$ cat config.mk
export PLATFORM = sky130hd
export DESIGN_NAME = ief_irq_bank
export DESIGN_NICKNAME = d
export VERILOG_FILES = /design/src/hdl/ief_pkg.sv /design/src/hdl/ief_irq_bank.sv
export SDC_FILE = /design/constraint.sdc
export NUM_CORES = 1
export LEC_CHECK = 0
export BUFFER_PORTS_ARGS = -buffer_cell sky130_fd_sc_hd__buf_2
export CORE_UTILIZATION = 46
export CTS_CLUSTER_SIZE = 24
export DETAILED_ROUTE_END_ITERATION = 10
export HOLD_SLACK_MARGIN = 0.05
export PLACE_DENSITY = 0.83
export SLEW_MARGIN = 10
export SYNTH_ARGS = -nofsm -noshare
export SYNTH_HDL_FRONTEND = slang
export SYNTH_SLANG_ARGS = --single-unit
$ cat constraint.sdc
create_clock -name ref_clk -period 3.4 [get_ports ref_clk]
set_input_delay 0.17 -clock ref_clk [delete_from_list [all_inputs] [get_ports ref_clk]]
set_output_delay 0.17 -clock ref_clk [all_outputs]
set_load 0.02 [all_outputs]
$ cat src/hdl/ief_pkg.sv
// shared constants and types for the interrupt enable and flag bank
package ief_pkg;
  // register byte offsets on the avalon bus
  localparam int ADDR_W = 6;
  localparam logic [5:0] OFS_CTRL = 6'h00;
  localparam logic [5:0] OFS_OPT = 6'h04;
  localparam logic [5:0] OFS_PE1 = 6'h08;
  localparam logic [5:0] OFS_PE2 = 6'h0c;
  localparam logic [5:0] OFS_PR1 = 6'h10;
  localparam logic [5:0] OFS_PR2 = 6'h14;
  localparam logic [5:0] OFS_IOC = 6'h18;
  localparam logic [5:0] OFS_T0 = 6'h1c;
  localparam logic [5:0] OFS_RXD = 6'h20;
  localparam logic [5:0] OFS_TXD = 6'h24;
  localparam logic [5:0] OFS_CORE = 6'h28;
  // values after reset
  localparam logic [7:0] CTRL_RST = 8'h00;
  localparam logic [7:0] OPT_RST = 8'hff;
  localparam logic [7:0] PE_RST = 8'h00;
  localparam logic [7:0] FLAG_RST = 8'h00;
  localparam logic [7:0] IOC_RST = 8'h00;
  // field positions
  localparam int B_GIE = 7;
  localparam int B_PERIPHERAL_IRQ_GATE = 6;
  localparam int B_T0F = 2;
  localparam int B_EXT_PIN_IRQ_FLAG = 1;
  localparam int B_PCF = 0;
  localparam int B_EDGE = 6;
  localparam int B_CC2F = 0;
  // request-one bits kept as sticky flags, the rest are live levels
  localparam logic [7:0] PR1_STICKY = 8'h4f;
  // control flags in the low three bits of the control register
  localparam logic [7:0] CTRL_FLAGS = 8'h07;
  localparam logic [7:0] T0_TOP = 8'hff;
  // vector address and latency in instruction cycles
  localparam logic [12:0] VEC_ADDR = 13'h0004;
  localparam int LAT_TCY = 3;
  localparam int CYC_PER_TCY = 1;
  localparam int LAT_CYC = LAT_TCY * CYC_PER_TCY;
  localparam logic [1:0] LAT_LAST = 2'(LAT_CYC - 1);

  typedef enum logic [1:0] {
    CCP_CAPTURE = 2'h0,
    CCP_COMPARE = 2'h1,
    CCP_PWM = 2'h2
  } ief_ccp_e;

  typedef enum logic [1:0] {
    VS_IDLE = 2'h0,
    VS_WAIT = 2'h1,
    VS_TAKE = 2'h3
  } ief_vec_e;

  typedef struct packed {
    logic timer0_tick;
    logic t1_gate_active;
    logic adc_done;
    logic rx_full;
    logic tx_empty;
    logic ssp_done;
    logic ccp1_event;
    ief_ccp_e ccp1_mode;
    logic t2_match;
    logic t1_ovf;
    logic ccp2_event;
    ief_ccp_e ccp2_mode;
  } ief_evt_s;

  typedef struct packed {
    logic request;
    logic vector_take;
    logic flush;
    logic [12:0] vector_addr;
  } ief_core_s;
endpackage

$ cat src/hdl/ief_irq_bank.sv
// interrupt enable and flag register bank with core vectoring
//
// Local design decisions: the Avalon-MM slave port and the register addresses.
`timescale 1ns/1ps
module ief_irq_bank
  import ief_pkg::*;
(
  // clock and reset
  input wire logic ref_clk,
  input wire logic rst_n,
  // avalon-mm slave
  input wire logic [ADDR_W-1:0] avs_address,
  input wire logic avs_read,
  input wire logic avs_write,
  input wire logic [3:0] avs_byteenable,
  input wire logic [31:0] avs_writedata,
  output logic [31:0] avs_readdata,
  output logic avs_waitrequest,
  // asynchronous pins
  input wire logic ext_pin,
  input wire logic [7:0] port_pins,
  // peripheral events on this clock
  input wire ief_evt_s evt,
  input wire logic [7:0] usart_rx_data,
  // peripheral side effects
  output logic usart_rx_pop,
  output logic usart_tx_push,
  output logic [7:0] usart_tx_data,
  // core vectoring
  input wire logic return_from_isr,
  output ief_core_s core
);

  function automatic logic hit(input logic [5:0] a, input logic [5:0] o);
    hit = (a[5:2] == o[5:2]);
  endfunction

  // hardware set wins over a software write in the same cycle
  function automatic logic [7:0] flags(input logic [7:0] q,
      input logic [7:0] set, input logic wr, input logic [7:0] wv);
    flags = set | (wr ? wv : q);
  endfunction

  logic ack_q;
  logic [7:0] rdata_q;
  logic [7:0] ctrl_q, opt_q, pe1_q, pr1_q, ioc_q, t0_cnt_q, tx_q;
  logic pe2_q, pr2_q;
  logic rx_pop_q, tx_push_q;
  logic ext_s1, ext_s2, ext_s3;
  logic [7:0] pin_s1, pin_s2, pin_s3;
  logic [1:0] lat_q;
  ief_vec_e vs_q;

  // bus decode
  wire req = avs_read | avs_write;
  wire done = req & ack_q;
  wire [7:0] wv = avs_writedata[7:0];
  wire wr = avs_write & ack_q & avs_byteenable[0];
  wire sel_ctrl = hit(avs_address, OFS_CTRL);
  wire sel_opt = hit(avs_address, OFS_OPT);
  wire sel_pe1 = hit(avs_address, OFS_PE1);
  wire sel_pe2 = hit(avs_address, OFS_PE2);
  wire sel_pr1 = hit(avs_address, OFS_PR1);
  wire sel_pr2 = hit(avs_address, OFS_PR2);
  wire sel_ioc = hit(avs_address, OFS_IOC);
  wire sel_t0 = hit(avs_address, OFS_T0);
  wire sel_rxd = hit(avs_address, OFS_RXD);
  wire sel_txd = hit(avs_address, OFS_TXD);
  wire sel_core = hit(avs_address, OFS_CORE);
  wire wr_ctrl = wr & sel_ctrl;
  wire wr_pr1 = wr & sel_pr1;
  wire wr_pr2 = wr & sel_pr2;

  // event detection
  wire ext_rise = ext_s2 & ~ext_s3;
  wire ext_fall = ~ext_s2 & ext_s3;
  wire ext_hit = opt_q[B_EDGE] ? ext_rise : ext_fall;
  wire [7:0] pin_chg = (pin_s2 ^ pin_s3) & ioc_q;
  wire pc_set = |pin_chg;
  wire t0_set = evt.timer0_tick & (t0_cnt_q == T0_TOP);
  wire cc1_set = evt.ccp1_event & (evt.ccp1_mode != CCP_PWM);
  wire cc2_set = evt.ccp2_event & (evt.ccp2_mode != CCP_PWM);

  // flags set independent of the interrupt enables; pin change is masked by ioc_q
  wire [7:0] ctrl_set = {5'h00, t0_set, ext_hit, pc_set};
  wire [7:0] pr1_set = {1'b0, evt.adc_done, 2'h0, evt.ssp_done,
                        cc1_set, evt.t2_match, evt.t1_ovf};
  wire [7:0] ctrl_fl = flags(ctrl_q & CTRL_FLAGS, ctrl_set, wr_ctrl,
                             wv & CTRL_FLAGS);
  wire [7:0] pr1_fl = flags(pr1_q, pr1_set, wr_pr1, wv) & PR1_STICKY;
  wire [7:0] pr2_fl = flags({7'h00, pr2_q}, {7'h00, cc2_set}, wr_pr2, wv);

  // live view of request-one: gate, rx and tx are levels
  wire [7:0] pr1_v = {~evt.t1_gate_active, pr1_q[6], evt.rx_full,
                      evt.tx_empty, pr1_q[3:0]};

  // request to the core
  wire core_hit = |(ctrl_q[5:3] & ctrl_q[2:0]);
  wire per_hit = |(pe1_q & pr1_v) | (pe2_q & pr2_q);
  wire irq_req = ctrl_q[B_GIE] &
                 (core_hit | (ctrl_q[B_PERIPHERAL_IRQ_GATE] & per_hit));
  wire take = (vs_q == VS_TAKE);

  // global enable: vector clears, return sets, else software
  wire gie_d = take ? 1'b0 :
               return_from_isr ? 1'b1 :
               wr_ctrl ? wv[B_GIE] : ctrl_q[B_GIE];
  wire [7:0] ctrl_d = {gie_d,
                       wr_ctrl ? wv[6:3] : ctrl_q[6:3], ctrl_fl[2:0]};

  // read mux
  wire [7:0] rd_mux =
    sel_ctrl ? ctrl_q :
    sel_opt ? opt_q :
    sel_pe1 ? pe1_q :
    sel_pe2 ? {7'h00, pe2_q} :
    sel_pr1 ? pr1_v :
    sel_pr2 ? {7'h00, pr2_q} :
    sel_ioc ? ioc_q :
    sel_t0 ? t0_cnt_q :
    sel_rxd ? usart_rx_data :
    sel_txd ? tx_q :
    sel_core ? {5'h00, irq_req, vs_q} : 8'h00;

  assign avs_waitrequest = req & ~ack_q;
  assign avs_readdata = {24'h000000, rdata_q};
  assign usart_rx_pop = rx_pop_q;
  assign usart_tx_push = tx_push_q;
  assign usart_tx_data = tx_q;
  assign core.request = irq_req;
  assign core.vector_take = take;
  assign core.flush = take;
  assign core.vector_addr = VEC_ADDR;

  // bus handshake: one wait state per access
  always_ff @(posedge ref_clk or negedge rst_n) begin
    if (!rst_n) begin
      ack_q <= 1'b0;
      rdata_q <= 8'h00;
      rx_pop_q <= 1'b0;
      tx_push_q <= 1'b0;
    end else begin
      ack_q <= req & ~ack_q;
      if (avs_read & ~ack_q)
        rdata_q <= rd_mux;
      rx_pop_q <= done & avs_read & sel_rxd;
      tx_push_q <= wr & sel_txd;
    end
  end

  // pin synchronisers
  always_ff @(posedge ref_clk or negedge rst_n) begin
    if (!rst_n) begin
      ext_s1 <= 1'b0;
      ext_s2 <= 1'b0;
      ext_s3 <= 1'b0;
      pin_s1 <= 8'h00;
      pin_s2 <= 8'h00;
      pin_s3 <= 8'h00;
    end else begin
      ext_s1 <= ext_pin;
      ext_s2 <= ext_s1;
      ext_s3 <= ext_s2;
      pin_s1 <= port_pins;
      pin_s2 <= pin_s1;
      pin_s3 <= pin_s2;
    end
  end

  // registers and flags
  always_ff @(posedge ref_clk or negedge rst_n) begin
    if (!rst_n) begin
      ctrl_q <= CTRL_RST;
      opt_q <= OPT_RST;
      pe1_q <= PE_RST;
      pe2_q <= 1'b0;
      pr1_q <= FLAG_RST;
      pr2_q <= 1'b0;
      ioc_q <= IOC_RST;
      tx_q <= 8'h00;
    end else begin
      ctrl_q <= ctrl_d;
      pr1_q <= pr1_fl;
      pr2_q <= pr2_fl[B_CC2F];
      if (wr & sel_opt)
        opt_q <= wv;
      if (wr & sel_pe1)
        pe1_q <= wv;
      if (wr & sel_pe2)
        pe2_q <= wv[0];
      if (wr & sel_ioc)
        ioc_q <= wv;
      if (wr & sel_txd)
        tx_q <= wv;
    end
  end

  // timer0 count keeps its value through reset
  always_ff @(posedge ref_clk) begin
    if (wr & sel_t0)
      t0_cnt_q <= wv;
    else if (evt.timer0_tick)
      t0_cnt_q <= t0_cnt_q + 8'h01;
  end

  // vectoring sequencer
  always_ff @(posedge ref_clk or negedge rst_n) begin
    if (!rst_n) begin
      vs_q <= VS_IDLE;
      lat_q <= 2'h0;
    end else begin
      case (vs_q)
        VS_IDLE: begin
          lat_q <= 2'h1;
          if (irq_req)
            vs_q <= VS_WAIT;
        end
        VS_WAIT: begin
          lat_q <= lat_q + 2'h1;
          if (!irq_req)
            vs_q <= VS_IDLE;
          else if (lat_q == LAT_LAST)
            vs_q <= VS_TAKE;
        end
        VS_TAKE: begin
          vs_q <= VS_IDLE;
        end
        default: begin
          vs_q <= VS_IDLE;
        end
      endcase
    end
  end
endmodule

==> results.md <==
Detailed routing:
- The via count normalized by instance count is 5.52.
- Wires add up to 11600 µm.
- The total number of vias is between 3000 and 4000.
- For this run, design rule violations remaining after detail routing come to 0.
- The violation count after the first detailed-route iteration is 259.
- Before antenna repair, the detailed router went through 5 iterations.
- The average wire per standard cell is roughly 17 µm.
- The count of nets left with antenna violations once routing finished came out at 0.

CTS:
- Clock-pin slew was measured on the worst setup and hold paths at 0.10 ns.
- Clock latency on the worst-skew pair, taken at its later pin, is ~0.38 ns.
- The CTS tree is yes.
- In this run the post-CTS setup repair buffer count came out at 0.
- The number of clock buffers added by TritonCTS is 9.
- In this run, post-CTS repair resized a total of 0 instances.
- Counting along the longest clock path gives a buffer depth of 2.
- The buffer cell driving the clock tree root is sky130_fd_sc_hd__clkbuf_8.
- The deepest level of the CTS H-tree is 3.
- The clock net in this run drives a total of between 90 and 100 sinks.

Synthesis:
- The number of different library cells used by synthesis comes to 63.
- The proportion of register bits with asynchronous set or reset after synthesis is 91.8%.
- Averaged over all synthesized cells, the footprint is 10.7 µm².
- The most used flip-flop cell after synthesis is sky130_fd_sc_hd__dfrtp_1.
- The count of flip-flops with a built-in enable after synthesis is 8.
- The post-synthesis instance area is a little under 0.005 mm².
- The Yosys step of the flow raised 0 warnings.
- The gate count of the mapped netlist is 456.
- The most area-hungry cell type in the Yosys netlist is sky130_fd_sc_hd__dfrtp_1.
- By area the synthesized netlist is led by sky130_fd_sc_hd__dfrtp_1, sky130_fd_sc_hd__buf_4, sky130_fd_sc_hd__mux2_2, sky130_fd_sc_hd__edfxtp_1, sky130_fd_sc_hd__dfstp_2.
- The number of synthesized register bits is between 90 and 100.
- The share of synthesized area occupied by flip-flops and latches is between 50 and 60%.
- The top cell type by area accounts for approximately two fifths of the synthesized area.

STA:
- Setup repair after global routing left no endpoint under its margin.
- Setup slack on the critical path of the routed design comes to 1.27 ns.
- After routing, the total negative slack on setup checks comes to 0 ns.
- The achievable clock frequency is roughly 470 MHz.
- The final number of setup-violating endpoints is 0.
- The count of final hold-check violations is 0.
- Across the routed clock network, the largest skew measured is between 0.009 and 0.01 ns.
- The worst path needs around 2.1 ns of the cycle, external delays included.
- The number of max-slew violations in the final report is 0.
- Measured against its own limit, the worst slew margin works out to 46.4%.
- The slew at the pin with the worst max-slew slack is 0.804 ns.
- Dividing the final minimum period by the clock period gives 62.7%.

Worst setup path:
- The critical path endpoint category is an output pin.
- The slowest stage of the critical path is the sky130_fd_sc_hd__a222oi_1 cell.
- Measured in cells, the most critical reg-to-reg path has a length of 4.
- At the worst endpoint, the required time is 3.23 ns.
- The nature of the critical path startpoint is a flop.
- The delay contributed by the slowest stage of the critical path is between 0.5 and 0.6 ns.
- Of all nets on the critical path, the largest fanout is 3.
- Data on the critical path arrives at its endpoint at between 1.5 and 2 ns.
- The critical path goes through a222oi_1 > inv_1 > o21ai_0 > a21boi_0 > buf_2.
- The setup path with the least slack is of type reg2out.

Floorplan:
- The I/O pin total is 137.
- The floorplan has 37 rows.
- The die width is 105 µm.
- The die boundary height is approximately 110 µm.
- The initial core utilization is between 40% and 50%.
- The overall die area is 0.0111 mm².
- The placeable core region is 0.0103 mm².

Layout:
- The repair_antennas step left the layout with diodes totalling 0.
- The layout filler cell count is ~930.
- The fraction of layout instances using a drive strength above 1 is 25.4%.
- Leaving out fill and tap cells, the most frequent cells in the layout are sky130_fd_sc_hd__dfrtp_1, sky130_fd_sc_hd__buf_2, sky130_fd_sc_hd__nand2_1.
- The most frequent standard cell in the layout excluding fill and tap cells is sky130_fd_sc_hd__dfrtp_1.
- The final layout net count is 610.
- The area overhead of the layout relative to synthesis is 12.5%.

Pwr:
- The total power consumption of the routed design is 2.74 mW.
- The static power due to leakage is 2.52 nW.
- The power density over cell area is 497 mW/mm².
- IR analysis of the VDD net gives a maximum drop of 0.228 mV.

Global routing:
- The number of global-route vias before repair is 3672.
- Summed over all layers, the global routing overflow is 0.
- Entering global routing, the biggest net connects 90 pins.
- In the global route stage, overall resource usage came out at 22.5%.
- The first-pass GRT wire length is approximately 19000 µm.
- The initial antenna violation count is 0.

Placed design:
- The worst-case setup slack after placement is 1.30 ns.
- Buffers placed on the I/O ports in this run total 70.
- The placed wire-length estimate after detailed placement is 8330 µm.
- At the end of routability-driven placement, the weighted congestion stood at 0.915.

Worst hold path:
- The class of the tightest hold or removal check is in2reg.
- The worst hold path passes through 3 cells.

Outcome:
- The run finished with clean final reports.

Run:
- Max-cap violations in this run came to 0.
-- metal layers --
metal	vias up	track usage, %	routed length (µm)
met5	-	0	0
met4	0	11.1	382
met3	33	4.74	945
met2	207	36.3	5490
met1	1785	28.9	4750
li1	1676	-	-
-- where the power goes --
part	internal (mW)	switching (mW)	total, mW	leakage, nW
clock	0.293	0.457	0.750	0.103
combinational	0.230	0.333	0.563	1.28
sequential	1.31	0.107	1.42	1.14
total	1.84	0.898	2.74	2.52
-- final timing paths --
path | end | slack [ns] | start
worst max-delay path | core[15] | 1.27 | pr1_q[0]
worst min-delay path | usart_rx_pop | 0.06 | avs_read
worst max register to register | t0_cnt_q[6] | 1.28 | ack_q
worst min register to register | pin_s2[7] | 0.36 | pin_s1[7]
max in group asynchronous | usart_tx_data[6] | 2.43 | rst_n
min in group asynchronous | ext_s1 | 0.40 | rst_n
-- synthesized netlist by cell type, types with 3 or more instances --
cell type,instances
sky130_fd_sc_hd__a21oi_1,16
sky130_fd_sc_hd__a221oi_1,4
sky130_fd_sc_hd__a22o_1,4
sky130_fd_sc_hd__a22oi_1,5
sky130_fd_sc_hd__and3_1,5
sky130_fd_sc_hd__buf_2,6
sky130_fd_sc_hd__buf_4,44
sky130_fd_sc_hd__clkbuf_1,3
sky130_fd_sc_hd__dfrtp_1,81
sky130_fd_sc_hd__dfstp_2,8
sky130_fd_sc_hd__edfxtp_1,8
sky130_fd_sc_hd__inv_1,14
sky130_fd_sc_hd__mux2_2,24
sky130_fd_sc_hd__mux2_4,8
sky130_fd_sc_hd__mux2i_1,12
sky130_fd_sc_hd__nand2_1,48
sky130_fd_sc_hd__nand2b_1,5
sky130_fd_sc_hd__nand3_1,22
sky130_fd_sc_hd__nand3b_1,4
sky130_fd_sc_hd__nand4_1,3
sky130_fd_sc_hd__nor2_1,21
sky130_fd_sc_hd__nor2b_1,10
sky130_fd_sc_hd__o211ai_1,3
sky130_fd_sc_hd__o21a_1,3
sky130_fd_sc_hd__o21ai_0,28
sky130_fd_sc_hd__o22ai_1,6
sky130_fd_sc_hd__xnor2_1,4
sky130_fd_sc_hd__xor2_1,10
-- layout make-up --
type	instances	area, µm²	share of cell area (%)
sequential	97	2480	45.0
multi-input combinational	322	2090	38.0
clock buffer	9	124	2.25
tap	136	170	3.09
clock inverter	7	81.3	1.48
timing repair buffer	85	507	9.20
inverter	15	56.3	1.02
-- worst max-delay path, delay by kind of cell (launching register included) --
family | cells | cell delay, ns
AOI/OAI and AO/OA | 3 | 0.85
buffers and inverters | 2 | 0.29
DFF | 1 | 0.44
-- sequential cells by signal, summed over array words and instances (netlist names), 2 cells and up --
register,flops
pr1_q,5
pin_s1,8
pin_s2,8
opt_q,8
lat_q,2
usart_tx_data,8
t0_cnt_q,8
rdata_q,8
ioc_q,8
pin_s3,8
vs_q,2
ctrl_q,8
pe1_q,8
-- timing repair --
item | CTS | global route
hold endpoints to repair | 42 | 0
setup endpoints to repair | 0 | 0
hold buffers | 15 | 0
-- metrics by stage --
step	util [%]	hold slack (ns)	instance area, µm²	cells
after floorplan	-	-0.126	5020	491
after global placement	49.8	0.277	5150	640
after detailed placement	49.8	0.280	5150	640
after CTS	53.3	0.0523	5500	671
after global routing	53.3	0.0623	5510	671
final	53.3	0.0566	5510	671
-- cells by family (layout without fill, tap and decap cells) --
| group | Yosys count | in the layout | share of synthesized area (%) |
|---|---|---|---|
| adder cells (fa/ha/maj) | 2 | 2 | 0.511 |
| AND/OR/NAND/NOR | 136 | 136 | 14.6 |
| buffers and inverters | 72 | 116 | 9.36 |
| AO/OA/AOI/OAI | 89 | 89 | 11.8 |
| multiplexers | 44 | 44 | 10.4 |
| other | 2 | 37 | 0.153 |
| XOR/XNOR | 14 | 14 | 2.51 |
| flip-flops | 97 | 97 | 50.6 |
Note: power is estimated with default switching activity, not from simulation.
